$ cat src/pkg/rmfc_cfg.svh
/*
 * Constants of the regulator monitor and fault control block: register
 * offsets, field positions, reset values and timing counts.
 * Assumes inclusion by bare name from every file that needs them.
 */
`ifndef RMFC_CFG_SVH
`define RMFC_CFG_SVH

// ----------------------------------------------------------------------
// register byte offsets
// ----------------------------------------------------------------------
`define RMFC_A_CTRL 8'h00
`define RMFC_A_INJECT 8'h04
`define RMFC_A_LATSEL 8'h08
`define RMFC_A_OTLIM 8'h0C
`define RMFC_A_STATUS 8'h10
`define RMFC_A_VOUT 8'h14
`define RMFC_A_IOUT 8'h18
`define RMFC_A_TEMP 8'h1C
`define RMFC_A_DUTY 8'h20
`define RMFC_A_ISTAT 8'h24
`define RMFC_A_IMASK 8'h28

// ----------------------------------------------------------------------
// field positions
// ----------------------------------------------------------------------
`define RMFC_CTRL_ON 0
`define RMFC_ST_STATE 0
`define RMFC_ST_FAULT 8
`define RMFC_ST_GRPDN 12
`define RMFC_ST_TRIM 13
`define RMFC_EV_FAULT 0
`define RMFC_EV_RESTART 1
`define RMFC_EV_CLEAR 2
`define RMFC_EV_MEAS 3

// ----------------------------------------------------------------------
// reset values and analog scaling
// ----------------------------------------------------------------------
`define RMFC_OTLIM_RST 8'h7D
`define RMFC_TREF 8'h19
`define RMFC_TC_SHIFT 8
`define RMFC_SHARE_MARGIN 8'h02

// ----------------------------------------------------------------------
// timing: hiccup counted in switching-clock edges, rounded up
// ----------------------------------------------------------------------
`define RMFC_SW_NS 2000
`define RMFC_HICCUP_MS 130
`define RMFC_HIC_EDGES \
    ((`RMFC_HICCUP_MS * 1000000 + `RMFC_SW_NS - 1) / `RMFC_SW_NS)

`endif

$ cat src/pkg/rmfc_pkg.sv
/*
 * Types of the regulator monitor and fault control block.
 * Assumes nothing of its surroundings.
 */
`default_nettype none
package rmfc_pkg;

    typedef enum logic [4:0] {
        ST_OFF = 5'h01,
        ST_RUN = 5'h02,
        ST_FLT = 5'h04,
        ST_HIC = 5'h08,
        ST_LAT = 5'h10
    } rmfc_state_t;

    typedef enum logic [1:0] {
        CH_VOUT = 2'h0,
        CH_IOUT = 2'h1,
        CH_TEMP = 2'h2
    } rmfc_chan_t;

endpackage : rmfc_pkg
`default_nettype wire

$ cat src/pkg/rmfc_meas_if.sv
/*
 * Readings and load-share results passed between the monitor, the
 * share-line engine and the top of the block.
 * Assumes all users run on ref_clk.
 */
`timescale 1ns/10ps
`default_nettype none
interface rmfc_meas_if;
    logic [11:0] vout_q;
    logic [7:0] iout_q;
    logic [7:0] temp_q;
    logic upd_q;
    logic [7:0] duty_q;
    logic trim_q;

    modport mon (output vout_q, iout_q, temp_q, upd_q);
    modport shr (input iout_q, output duty_q, trim_q);
    modport top (input vout_q, iout_q, temp_q, upd_q, duty_q, trim_q);
endinterface : rmfc_meas_if
`default_nettype wire

$ cat src/verilog/rmfc_monitor.sv
/*
 * Converter sequencer: walks voltage, current and temperature without
 * pause and temperature-corrects the current reading.
 * Assumes a converter on ref_clk answering each start with adc_done.
 */
`timescale 1ns/10ps
`default_nettype none
`include "rmfc_cfg.svh"
module rmfc_monitor
    import rmfc_pkg::*;
#(
    parameter int TC_SHIFT = `RMFC_TC_SHIFT
) (
    // clock and reset
    input wire logic ref_clk,
    input wire logic rst,
    // converter handshake
    input wire logic adc_done,
    input wire logic [11:0] adc_data,
    output logic adc_start_q,
    output var rmfc_chan_t adc_chan_q,
    // readings
    rmfc_meas_if.mon meas
);
    logic busy_q;
    logic [7:0] iraw;
    logic signed [8:0] dt;
    logic signed [17:0] prod;
    logic signed [17:0] adj;
    logic signed [10:0] corr;
    logic [7:0] icorr;

    // copper resistance rises about 1/256 per degree: scale the reading
    assign iraw = adc_data[11:4];
    assign dt = $signed({1'b0, meas.temp_q}) - $signed({1'b0, `RMFC_TREF});
    assign prod = $signed({1'b0, iraw}) * dt;
    assign adj = prod >>> TC_SHIFT;
    assign corr = $signed({3'b000, iraw}) - $signed(adj[10:0]);
    assign icorr = corr[10] ? 8'h00 : ((|corr[9:8]) ? 8'hFF : corr[7:0]);

    // never idles, so readings stay fresh with or without polling
    always_ff @(posedge ref_clk or posedge rst) begin
        if (rst) begin
            busy_q <= 1'b0;
            adc_start_q <= 1'b0;
            adc_chan_q <= CH_VOUT;
        end else begin
            adc_start_q <= !busy_q;
            if (!busy_q) begin
                busy_q <= 1'b1;
            end else if (adc_done) begin
                busy_q <= 1'b0;
                case (adc_chan_q)
                    CH_VOUT: adc_chan_q <= CH_IOUT;
                    CH_IOUT: adc_chan_q <= CH_TEMP;
                    default: adc_chan_q <= CH_VOUT;
                endcase
            end
        end
    end

    always_ff @(posedge ref_clk or posedge rst) begin
        if (rst) begin
            meas.vout_q <= 12'h000;
            meas.iout_q <= 8'h00;
            meas.temp_q <= 8'h00;
            meas.upd_q <= 1'b0;
        end else begin
            meas.upd_q <= busy_q && adc_done && adc_chan_q == CH_TEMP;
            if (busy_q && adc_done) begin
                case (adc_chan_q)
                    CH_VOUT: meas.vout_q <= adc_data;
                    CH_IOUT: meas.iout_q <= icorr;
                    default: meas.temp_q <= iraw;
                endcase
            end
        end
    end
endmodule : rmfc_monitor
`default_nettype wire

$ cat src/verilog/rmfc_share.sv
/*
 * Shared load line engine: drives a low time proportional to own load
 * current and compares the wired-AND line against it.
 * Assumes an open-drain line shared with the paralleled regulators.
 */
`timescale 1ns/10ps
`default_nettype none
`include "rmfc_cfg.svh"
module rmfc_share
    import rmfc_pkg::*;
#(
    parameter logic [7:0] MARGIN = `RMFC_SHARE_MARGIN
) (
    // clock and reset
    input wire logic ref_clk,
    input wire logic rst,
    // control
    input wire logic drive_en,
    // pin
    input wire logic share_in,
    output logic share_oe_q,
    // results
    rmfc_meas_if.shr meas
);
    logic [1:0] sync_q;
    logic [7:0] cnt_q;
    logic [7:0] own_q;
    logic [7:0] low_q;
    logic frame_end;

    assign frame_end = cnt_q == 8'hFF;

    always_ff @(posedge ref_clk or posedge rst) begin
        if (rst) begin
            sync_q <= 2'b11;
        end else begin
            sync_q <= {sync_q[0], share_in};
        end
    end

    // own request is frozen per frame so the low time is one clean pulse
    always_ff @(posedge ref_clk or posedge rst) begin
        if (rst) begin
            cnt_q <= 8'h00;
            own_q <= 8'h00;
            share_oe_q <= 1'b0;
        end else begin
            cnt_q <= 8'(cnt_q + 8'h01);
            if (frame_end) begin
                own_q <= meas.iout_q;
            end
            share_oe_q <= drive_en && cnt_q < own_q;
        end
    end

    // the line is wired-AND, so its low time is the widest request
    always_ff @(posedge ref_clk or posedge rst) begin
        if (rst) begin
            low_q <= 8'h00;
            meas.duty_q <= 8'h00;
            meas.trim_q <= 1'b0;
        end else if (frame_end) begin
            low_q <= 8'h00;
            meas.duty_q <= low_q;
            meas.trim_q <= drive_en &&
                {1'b0, low_q} > {1'b0, own_q} + {1'b0, MARGIN};
        end else begin
            low_q <= 8'(low_q + {7'h00, !sync_q[1]});
        end
    end
endmodule : rmfc_share
`default_nettype wire

$ cat src/verilog/rmfc_top.sv
/*
 * Supervisory logic of a point-of-load regulator: readings, fault
 * injection, hiccup and latched recovery, group health and load share.
 * Assumes a register port on ref_clk and pins from outside its domain.
 */
// Design decisions made here: strobed register access and the register offsets.
`timescale 1ns/10ps
`default_nettype none
`include "rmfc_cfg.svh"
module rmfc_top
    import rmfc_pkg::*;
#(
    parameter int HIC_EDGES = `RMFC_HIC_EDGES
) (
    // clock and reset
    input wire logic ref_clk,
    input wire logic rst,
    // register port
    input wire logic [7:0] reg_addr,
    input wire logic [31:0] reg_wdata,
    input wire logic reg_wr,
    input wire logic reg_rd,
    output logic [31:0] reg_rdata_q,
    // single-wire link, also the switching clock
    input wire logic sync_data_line,
    // group health line, open drain
    input wire logic health_in,
    output logic health_oe_q,
    // shared load line, open drain
    input wire logic share_in,
    output logic share_oe,
    output logic trim_up,
    // converter
    input wire logic adc_done,
    input wire logic [11:0] adc_data,
    output logic adc_start,
    output var rmfc_chan_t adc_chan,
    // protection and power stage
    input wire logic [2:0] fault_pin,
    input wire logic en_pin,
    output logic pwr_en_q,
    output logic irq_q
);
    localparam int HW = $clog2(HIC_EDGES + 1);

    // ------------------------------------------------------------------
    // register decode
    // ------------------------------------------------------------------
    function automatic logic hit(input logic [7:0] a, input logic [7:0] r);
        return a == r;
    endfunction : hit

    rmfc_meas_if meas ();
    rmfc_state_t state_q;
    rmfc_state_t state_d;
    logic [5:0] sync1_q;
    logic [5:0] sync2_q;
    logic sd_d3_q;
    logic [1:0] oe_hist_q;
    logic sd_fall;
    logic en_s;
    logic health_s;
    logic [2:0] fault_s;
    logic ctrl_on_q;
    logic [3:0] inject_q;
    logic [3:0] latsel_q;
    logic [7:0] otlim_q;
    logic [3:0] istat_q;
    logic [3:0] istat_d;
    logic [3:0] imask_q;
    logic [3:0] imask_d;
    logic [3:0] ev;
    logic [3:0] fault_src;
    logic group_down;
    logic fault_now;
    logic latching;
    logic enable;
    logic [HW-1:0] hic_cnt_q;
    logic hic_done;
    logic [31:0] status_w;
    logic [31:0] rd_val;

    // ------------------------------------------------------------------
    // pin synchronisers; first stage feeds only the second
    // ------------------------------------------------------------------
    always_ff @(posedge ref_clk or posedge rst) begin
        if (rst) begin
            sync1_q <= 6'h28;
            sync2_q <= 6'h28;
            sd_d3_q <= 1'b1;
            oe_hist_q <= 2'h0;
        end else begin
            sync1_q <= {sync_data_line, en_pin, health_in, fault_pin};
            sync2_q <= sync1_q;
            sd_d3_q <= sync2_q[5];
            oe_hist_q <= {oe_hist_q[0], health_oe_q};
        end
    end

    assign sd_fall = sd_d3_q && !sync2_q[5];
    assign en_s = sync2_q[4];
    assign health_s = sync2_q[3];
    assign fault_s = sync2_q[2:0];

    // ------------------------------------------------------------------
    // submodules
    // ------------------------------------------------------------------
    rmfc_monitor u_mon (
        .ref_clk(ref_clk),
        .rst(rst),
        .adc_done(adc_done),
        .adc_data(adc_data),
        .adc_start_q(adc_start),
        .adc_chan_q(adc_chan),
        .meas(meas.mon)
    );

    rmfc_share u_share (
        .ref_clk(ref_clk),
        .rst(rst),
        .drive_en(pwr_en_q),
        .share_in(share_in),
        .share_oe_q(share_oe),
        .meas(meas.shr)
    );

    assign trim_up = meas.trim_q;

    // ------------------------------------------------------------------
    // fault sources
    // ------------------------------------------------------------------
    // bit 0 overheat, bits 3:1 fault pins; injection ORs onto the same path
    assign fault_src = {fault_s, meas.temp_q >= otlim_q} | inject_q;
    // a low health line not of our making is a fault of the group; our
    // own release needs two synchroniser cycles to reach health_s
    assign group_down = !health_s && !health_oe_q && !(|oe_hist_q);
    assign fault_now = (|fault_src) || group_down;
    assign latching = |(fault_src & latsel_q);
    assign enable = ctrl_on_q && en_s;
    assign hic_done = hic_cnt_q == HW'(HIC_EDGES - 1);

    // ------------------------------------------------------------------
    // power state machine
    // ------------------------------------------------------------------
    always_comb begin
        state_d = state_q;
        case (state_q)
            ST_OFF: begin
                if (enable) begin
                    state_d = ST_RUN;
                end
            end
            ST_RUN: begin
                if (!enable) begin
                    state_d = ST_OFF;
                end else if (fault_now) begin
                    state_d = latching ? ST_LAT : ST_FLT;
                end
            end
            ST_FLT: begin
                if (!enable) begin
                    state_d = ST_OFF;
                end else if (!fault_now) begin
                    state_d = ST_HIC;
                end
            end
            ST_HIC: begin
                if (!enable) begin
                    state_d = ST_OFF;
                end else if (fault_now) begin
                    state_d = ST_FLT;
                end else if (sd_fall && hic_done) begin
                    state_d = ST_RUN;
                end
            end
            ST_LAT: begin
                // trigger removal alone never leaves here
                if (!enable) begin
                    state_d = ST_OFF;
                end
            end
            default: state_d = ST_OFF;
        endcase
    end

    always_ff @(posedge ref_clk or posedge rst) begin
        if (rst) begin
            state_q <= ST_OFF;
            pwr_en_q <= 1'b0;
        end else begin
            state_q <= state_d;
            pwr_en_q <= state_d == ST_RUN;
        end
    end

    // locked switching clock is the falling sync edge
    always_ff @(posedge ref_clk or posedge rst) begin
        if (rst) begin
            hic_cnt_q <= '0;
        end else if (state_q != ST_HIC) begin
            hic_cnt_q <= '0;
        end else if (sd_fall) begin
            hic_cnt_q <= HW'(hic_cnt_q + 1'b1);
        end
    end

    // group members pull the line together, on the shared clock edge
    always_ff @(posedge ref_clk or posedge rst) begin
        if (rst) begin
            health_oe_q <= 1'b0;
        end else if (sd_fall) begin
            health_oe_q <= state_q == ST_FLT || state_q == ST_LAT;
        end
    end

    // ------------------------------------------------------------------
    // interrupts; a new event wins over its clear
    // ------------------------------------------------------------------
    always_comb begin
        ev = 4'h0;
        ev[`RMFC_EV_FAULT] = state_q == ST_RUN &&
            (state_d == ST_FLT || state_d == ST_LAT);
        ev[`RMFC_EV_RESTART] = state_q == ST_HIC && state_d == ST_RUN;
        ev[`RMFC_EV_CLEAR] = state_q == ST_LAT && state_d == ST_OFF;
        ev[`RMFC_EV_MEAS] = meas.upd_q;
        istat_d = istat_q;
        if (reg_wr && hit(reg_addr, `RMFC_A_ISTAT)) begin
            istat_d = istat_q & ~reg_wdata[3:0];
        end
        istat_d = istat_d | ev;
        imask_d = imask_q;
        if (reg_wr && hit(reg_addr, `RMFC_A_IMASK)) begin
            imask_d = reg_wdata[3:0];
        end
    end

    always_ff @(posedge ref_clk or posedge rst) begin
        if (rst) begin
            istat_q <= 4'h0;
            imask_q <= 4'h0;
            irq_q <= 1'b0;
        end else begin
            istat_q <= istat_d;
            imask_q <= imask_d;
            irq_q <= |(istat_d & imask_d);
        end
    end

    // ------------------------------------------------------------------
    // writable registers
    // ------------------------------------------------------------------
    always_ff @(posedge ref_clk or posedge rst) begin
        if (rst) begin
            ctrl_on_q <= 1'b0;
            inject_q <= 4'h0;
            latsel_q <= 4'h0;
            otlim_q <= `RMFC_OTLIM_RST;
        end else if (reg_wr) begin
            if (hit(reg_addr, `RMFC_A_CTRL)) begin
                ctrl_on_q <= reg_wdata[`RMFC_CTRL_ON];
            end
            if (hit(reg_addr, `RMFC_A_INJECT)) begin
                inject_q <= reg_wdata[3:0];
            end
            if (hit(reg_addr, `RMFC_A_LATSEL)) begin
                latsel_q <= reg_wdata[3:0];
            end
            if (hit(reg_addr, `RMFC_A_OTLIM)) begin
                otlim_q <= reg_wdata[7:0];
            end
        end
    end

    // ------------------------------------------------------------------
    // read port: data stands one cycle, zero otherwise
    // ------------------------------------------------------------------
    always_comb begin
        status_w = 32'h0000_0000;
        status_w[`RMFC_ST_STATE +: 5] = state_q;
        status_w[`RMFC_ST_FAULT +: 4] = fault_src;
        status_w[`RMFC_ST_GRPDN] = group_down;
        status_w[`RMFC_ST_TRIM] = meas.trim_q;
        case (reg_addr)
            `RMFC_A_CTRL: rd_val = {31'h0000_0000, ctrl_on_q};
            `RMFC_A_INJECT: rd_val = {28'h000_0000, inject_q};
            `RMFC_A_LATSEL: rd_val = {28'h000_0000, latsel_q};
            `RMFC_A_OTLIM: rd_val = {24'h00_0000, otlim_q};
            `RMFC_A_STATUS: rd_val = status_w;
            `RMFC_A_VOUT: rd_val = {20'h0_0000, meas.vout_q};
            `RMFC_A_IOUT: rd_val = {24'h00_0000, meas.iout_q};
            `RMFC_A_TEMP: rd_val = {24'h00_0000, meas.temp_q};
            `RMFC_A_DUTY: rd_val = {24'h00_0000, meas.duty_q};
            `RMFC_A_ISTAT: rd_val = {28'h000_0000, istat_q};
            `RMFC_A_IMASK: rd_val = {28'h000_0000, imask_q};
            default: rd_val = 32'h0000_0000;
        endcase
    end

    always_ff @(posedge ref_clk or posedge rst) begin
        if (rst) begin
            reg_rdata_q <= 32'h0000_0000;
        end else begin
            reg_rdata_q <= reg_rd ? rd_val : 32'h0000_0000;
        end
    end
endmodule : rmfc_top
`default_nettype wire

$ cat config.mk
export PLATFORM = sky130hd
export DESIGN_NAME = rmfc_top
export DESIGN_NICKNAME = d
export VERILOG_FILES = /design/src/pkg/rmfc_pkg.sv /design/src/pkg/rmfc_meas_if.sv /design/src/verilog/rmfc_monitor.sv /design/src/verilog/rmfc_share.sv /design/src/verilog/rmfc_top.sv
export VERILOG_INCLUDE_DIRS = /design/src /design/src/pkg
export SDC_FILE = /design/constraint.sdc
export NUM_CORES = 1
export LEC_CHECK = 0
export BUFFER_PORTS_ARGS = -buffer_cell sky130_fd_sc_hd__buf_2
export CAP_MARGIN = 30
export CORE_ASPECT_RATIO = 0.6
export CORE_MARGIN = 1.5
export CORE_UTILIZATION = 45
export DETAILED_ROUTE_END_ITERATION = 6
export HOLD_SLACK_MARGIN = 0.08
export PLACE_DENSITY = 0.73
export SLEW_MARGIN = 5
export SYNTH_ARGS = -nofsm -noshare
export SYNTH_HDL_FRONTEND = slang
export SYNTH_HIERARCHICAL = 1
export SYNTH_SLANG_ARGS = --single-unit
$ cat constraint.sdc
create_clock -name ref_clk -period 8.6 [get_ports ref_clk]
set_input_delay 2.15 -clock ref_clk [delete_from_list [all_inputs] [get_ports ref_clk]]
set_output_delay 2.15 -clock ref_clk [all_outputs]
set_load 0.01 [all_outputs]
==> out/results.txt <==
Worst hold path startpoint = sync1_q[2]
R2r endpoint = u_mon/meas.iout_q[7]
Fin nets = 1246
Clock latency at the later pin of the worst-skew pair = 0.43 ns
Metal3 WL = 2010 um
DP HPWL = 18700 um
Worst reg-to-reg setup slack = 0.56 ns
Remaining Overflow, GRT = 0
Standard-cell rows = 42
Clock sink count = 147
Synthesized area = 10000 um^2
Yosys cell types = 78
Final min period = 8.16 ns
Starting density of the core = 45.6%
Yosys top cell area share = 33.2%
CTS Root Buffer Type = clkbuf_16
RSZ-0062 raised after global routing = no
H-tree Lvls = 4
Hold depth = 0
Data required time of the worst path = 8.94 ns
# IOs = 104
Die H = 119 um
DRC = 0
Final Instance Area = 11200 um^2
Vias in the first global route = 7405
Top sig layer = met4
Clk buf depth = 2
Most common cell in the netlist = dfrtp_1
Avg Inst Size Synth = 10.2 um^2
Post-Syn Instances = 978
Max Clk Rate = 122 MHz
Post-synthesis sequential area ratio = 36.9%
Post-Route WL = 24200 um
Clock Pin Slew Worst Setup and Hold Paths = 0.06 ns
GRT Resource Usage Total = 21.8%
FF-to-FF Start = u_mon/meas.temp_q[0]
Min-Delay Endpoint = sync2_q[2]
Worst-Margin Slew = 1.02 ns
Vias per cell = 5.62
TNS Setup = 0 ns
Syn. warnings = 6
Inserted Clock Buffers = 17
# Max-Cap Violations = 0
Die Area = 23200 um^2
Largest fanout on the critical path = 11
Clk_skew = 0.00933 ns
CP Launch Type = input port
Largest net degree at the start of global routing = 79
CP delay by family, top = adder cells
CTS tree = yes
M1 wire length = 12000 um
Worst slew margin = 31.7%
Top cell by count, worst path = fa_1
Routed wire per std cell = 17.9 um
Post-DP Area = 10700 um^2
Area grow syn2layout = 12.1%
Filler instances = 1972
CP Class = input port to flop
Yosys reg bits = 147
First DRT Iteration DRCs = 678
Bufs and invs on worst path = 4
Layout cell share with drive strength beyond 1 = 17.7%
Worst Reg-to-Reg Cells = 28
Status = complete, no violations
Chip width = 196 um
ANT nets after route = 0
Fin Hold WS = 0.353 ns
Min-Delay Path Class = flop to flop
IO Port Bufs = 61
Final Hold Vio Count = 0
EDFF count, synth = 0
Routed vias = 7605
Post-synth top cells = dfrtp_1, ha_1, inv_1, nor2_1, nand2_1
Crit path largest cell delay = 0.55 ns
Ys async rst share = 100%
Period utilization = 94.9%
Most common flop cell mapped by yosys = dfrtp_1
Core region area = 22000 um^2
Crit path max-delay cell type = fa_1
Crit path DAT = 8.50 ns
Initial antenna violation count = 1
Final setup fails = 0
First-pass GRT wire length = 39400 um
Largest area contributor in the netlist = dfrtp_1
Worst setup EP type = flop
Gp weighted congestion = 0.921
Main area contributors after synthesis = dfrtp_1, ha_1, fa_1
Max Slew Vio Count = 0
DRT Pass-1 Iters = 6
Met2 wire len = 9910 um
-- state kept, by name, summed over array words and instances (netlist names), 2 cells and up --
name,flops
hic_cnt_q,16
imask_q,4
inject_q,4
istat_q,4
latsel_q,4
oe_hist_q,2
otlim_q,8
reg_rdata_q,14
state_q,5
sync1_q,6
sync2_q,6
u_mon/adc_chan_q,2
u_mon/meas.iout_q,8
u_mon/meas.temp_q,8
u_mon/meas.vout_q,12
u_share/cnt_q,8
u_share/low_q,8
u_share/meas.duty_q,8
u_share/own_q,8
u_share/sync_q,2
-- metal layers --
layer / global-route usage (%) / up-vias
li1: - / 3520
met1: 34.0 / 3752
met2: 29.7 / 305
met3: 5.48 / 28
met4: 5.57 / 0
met5: 0.654 / -
-- layout make-up --
cell class | count | area [um^2] | share of cell area (%)
Timing Repair Buffer | 82 | 483 | 4.30
Clock buffer | 21 | 450 | 4.01
Antenna cell | 1 | 2.50 | 0.0223
Tap cell | 286 | 358 | 3.19
Multi-Input combinational cell | 721 | 5840 | 52.0
Sequential cell | 147 | 3700 | 32.9
Clock inverter | 11 | 81.3 | 0.724
Inverter | 85 | 320 | 2.85
-- worst max path at each step --
stage	startpoint	end	slack (ns)	cells after the start
floorplan	adc_data[7]	u_mon/meas.iout_q[0]	0.14	22
global placement	adc_data[5]	u_mon/meas.iout_q[1]	-0.03	23
global route	u_mon/meas.temp_q[0]	u_mon/meas.iout_q[4]	0.06	28
finish	adc_data[9]	u_mon/meas.iout_q[7]	0.44	25
detailed placement	adc_data[5]	u_mon/meas.iout_q[7]	-0.07	25
CTS	adc_data[5]	u_mon/meas.iout_q[7]	0.36	25
-- repair_timing --
item,in CTS,in global routing
hold buffers,0,0
setup buffers,0,0
endpoints found under the setup margin,0,8
gates resized for setup,0,3
-- metrics by stage --
stage,instances,worst slack (ns),utilization (%)
after detailed placement,1320,-0.0676,48.5
after floorplan,995,0.138,-
final,1354,0.437,51.1
after global routing,1354,0.0584,51.1
after global placement,1319,-0.0280,48.5
after CTS,1352,0.358,50.9
-- cell families after synthesis --
kind of cell,Yosys count,share of synthesized area [%]
AND/OR/NAND/NOR,309,16.2
AO/OA/AOI/OAI,153,10.5
flip-flops,147,36.9
adder cells (fa/ha/maj),128,19.2
buffers and inverters,127,5.66
multiplexers,59,6.58
XOR/XNOR,54,4.87
other,1,0.0374
-- layout by cell type (no fill, tap or decap), drive strengths merged, types with 7 or more instances in the layout --
master,synthesis,layout
nand2b,13,13
nand2,77,77
xor2,23,23
a22oi,13,13
mux2i,7,7
o211ai,10,10
o21ai,33,33
ha,85,85
nor2b,26,26
nand4,13,13
nand3,23,23
a21oi,33,33
a31oi,8,8
mux2,52,52
buf,28,82
conb,1,18
nor2,78,78
dfrtp,133,133
a21o,15,15
and3,10,10
dfstp,14,14
fa,43,43
inv,83,83
and2,22,22
clkinv,2,10
xnor2,30,30
nor3,14,14
clkbuf,14,21
nand3b,7,7
Power is left out: the tool's default activity adds up to more than one toggle a clock period on the data nets, which glitch-free logic cannot reach.
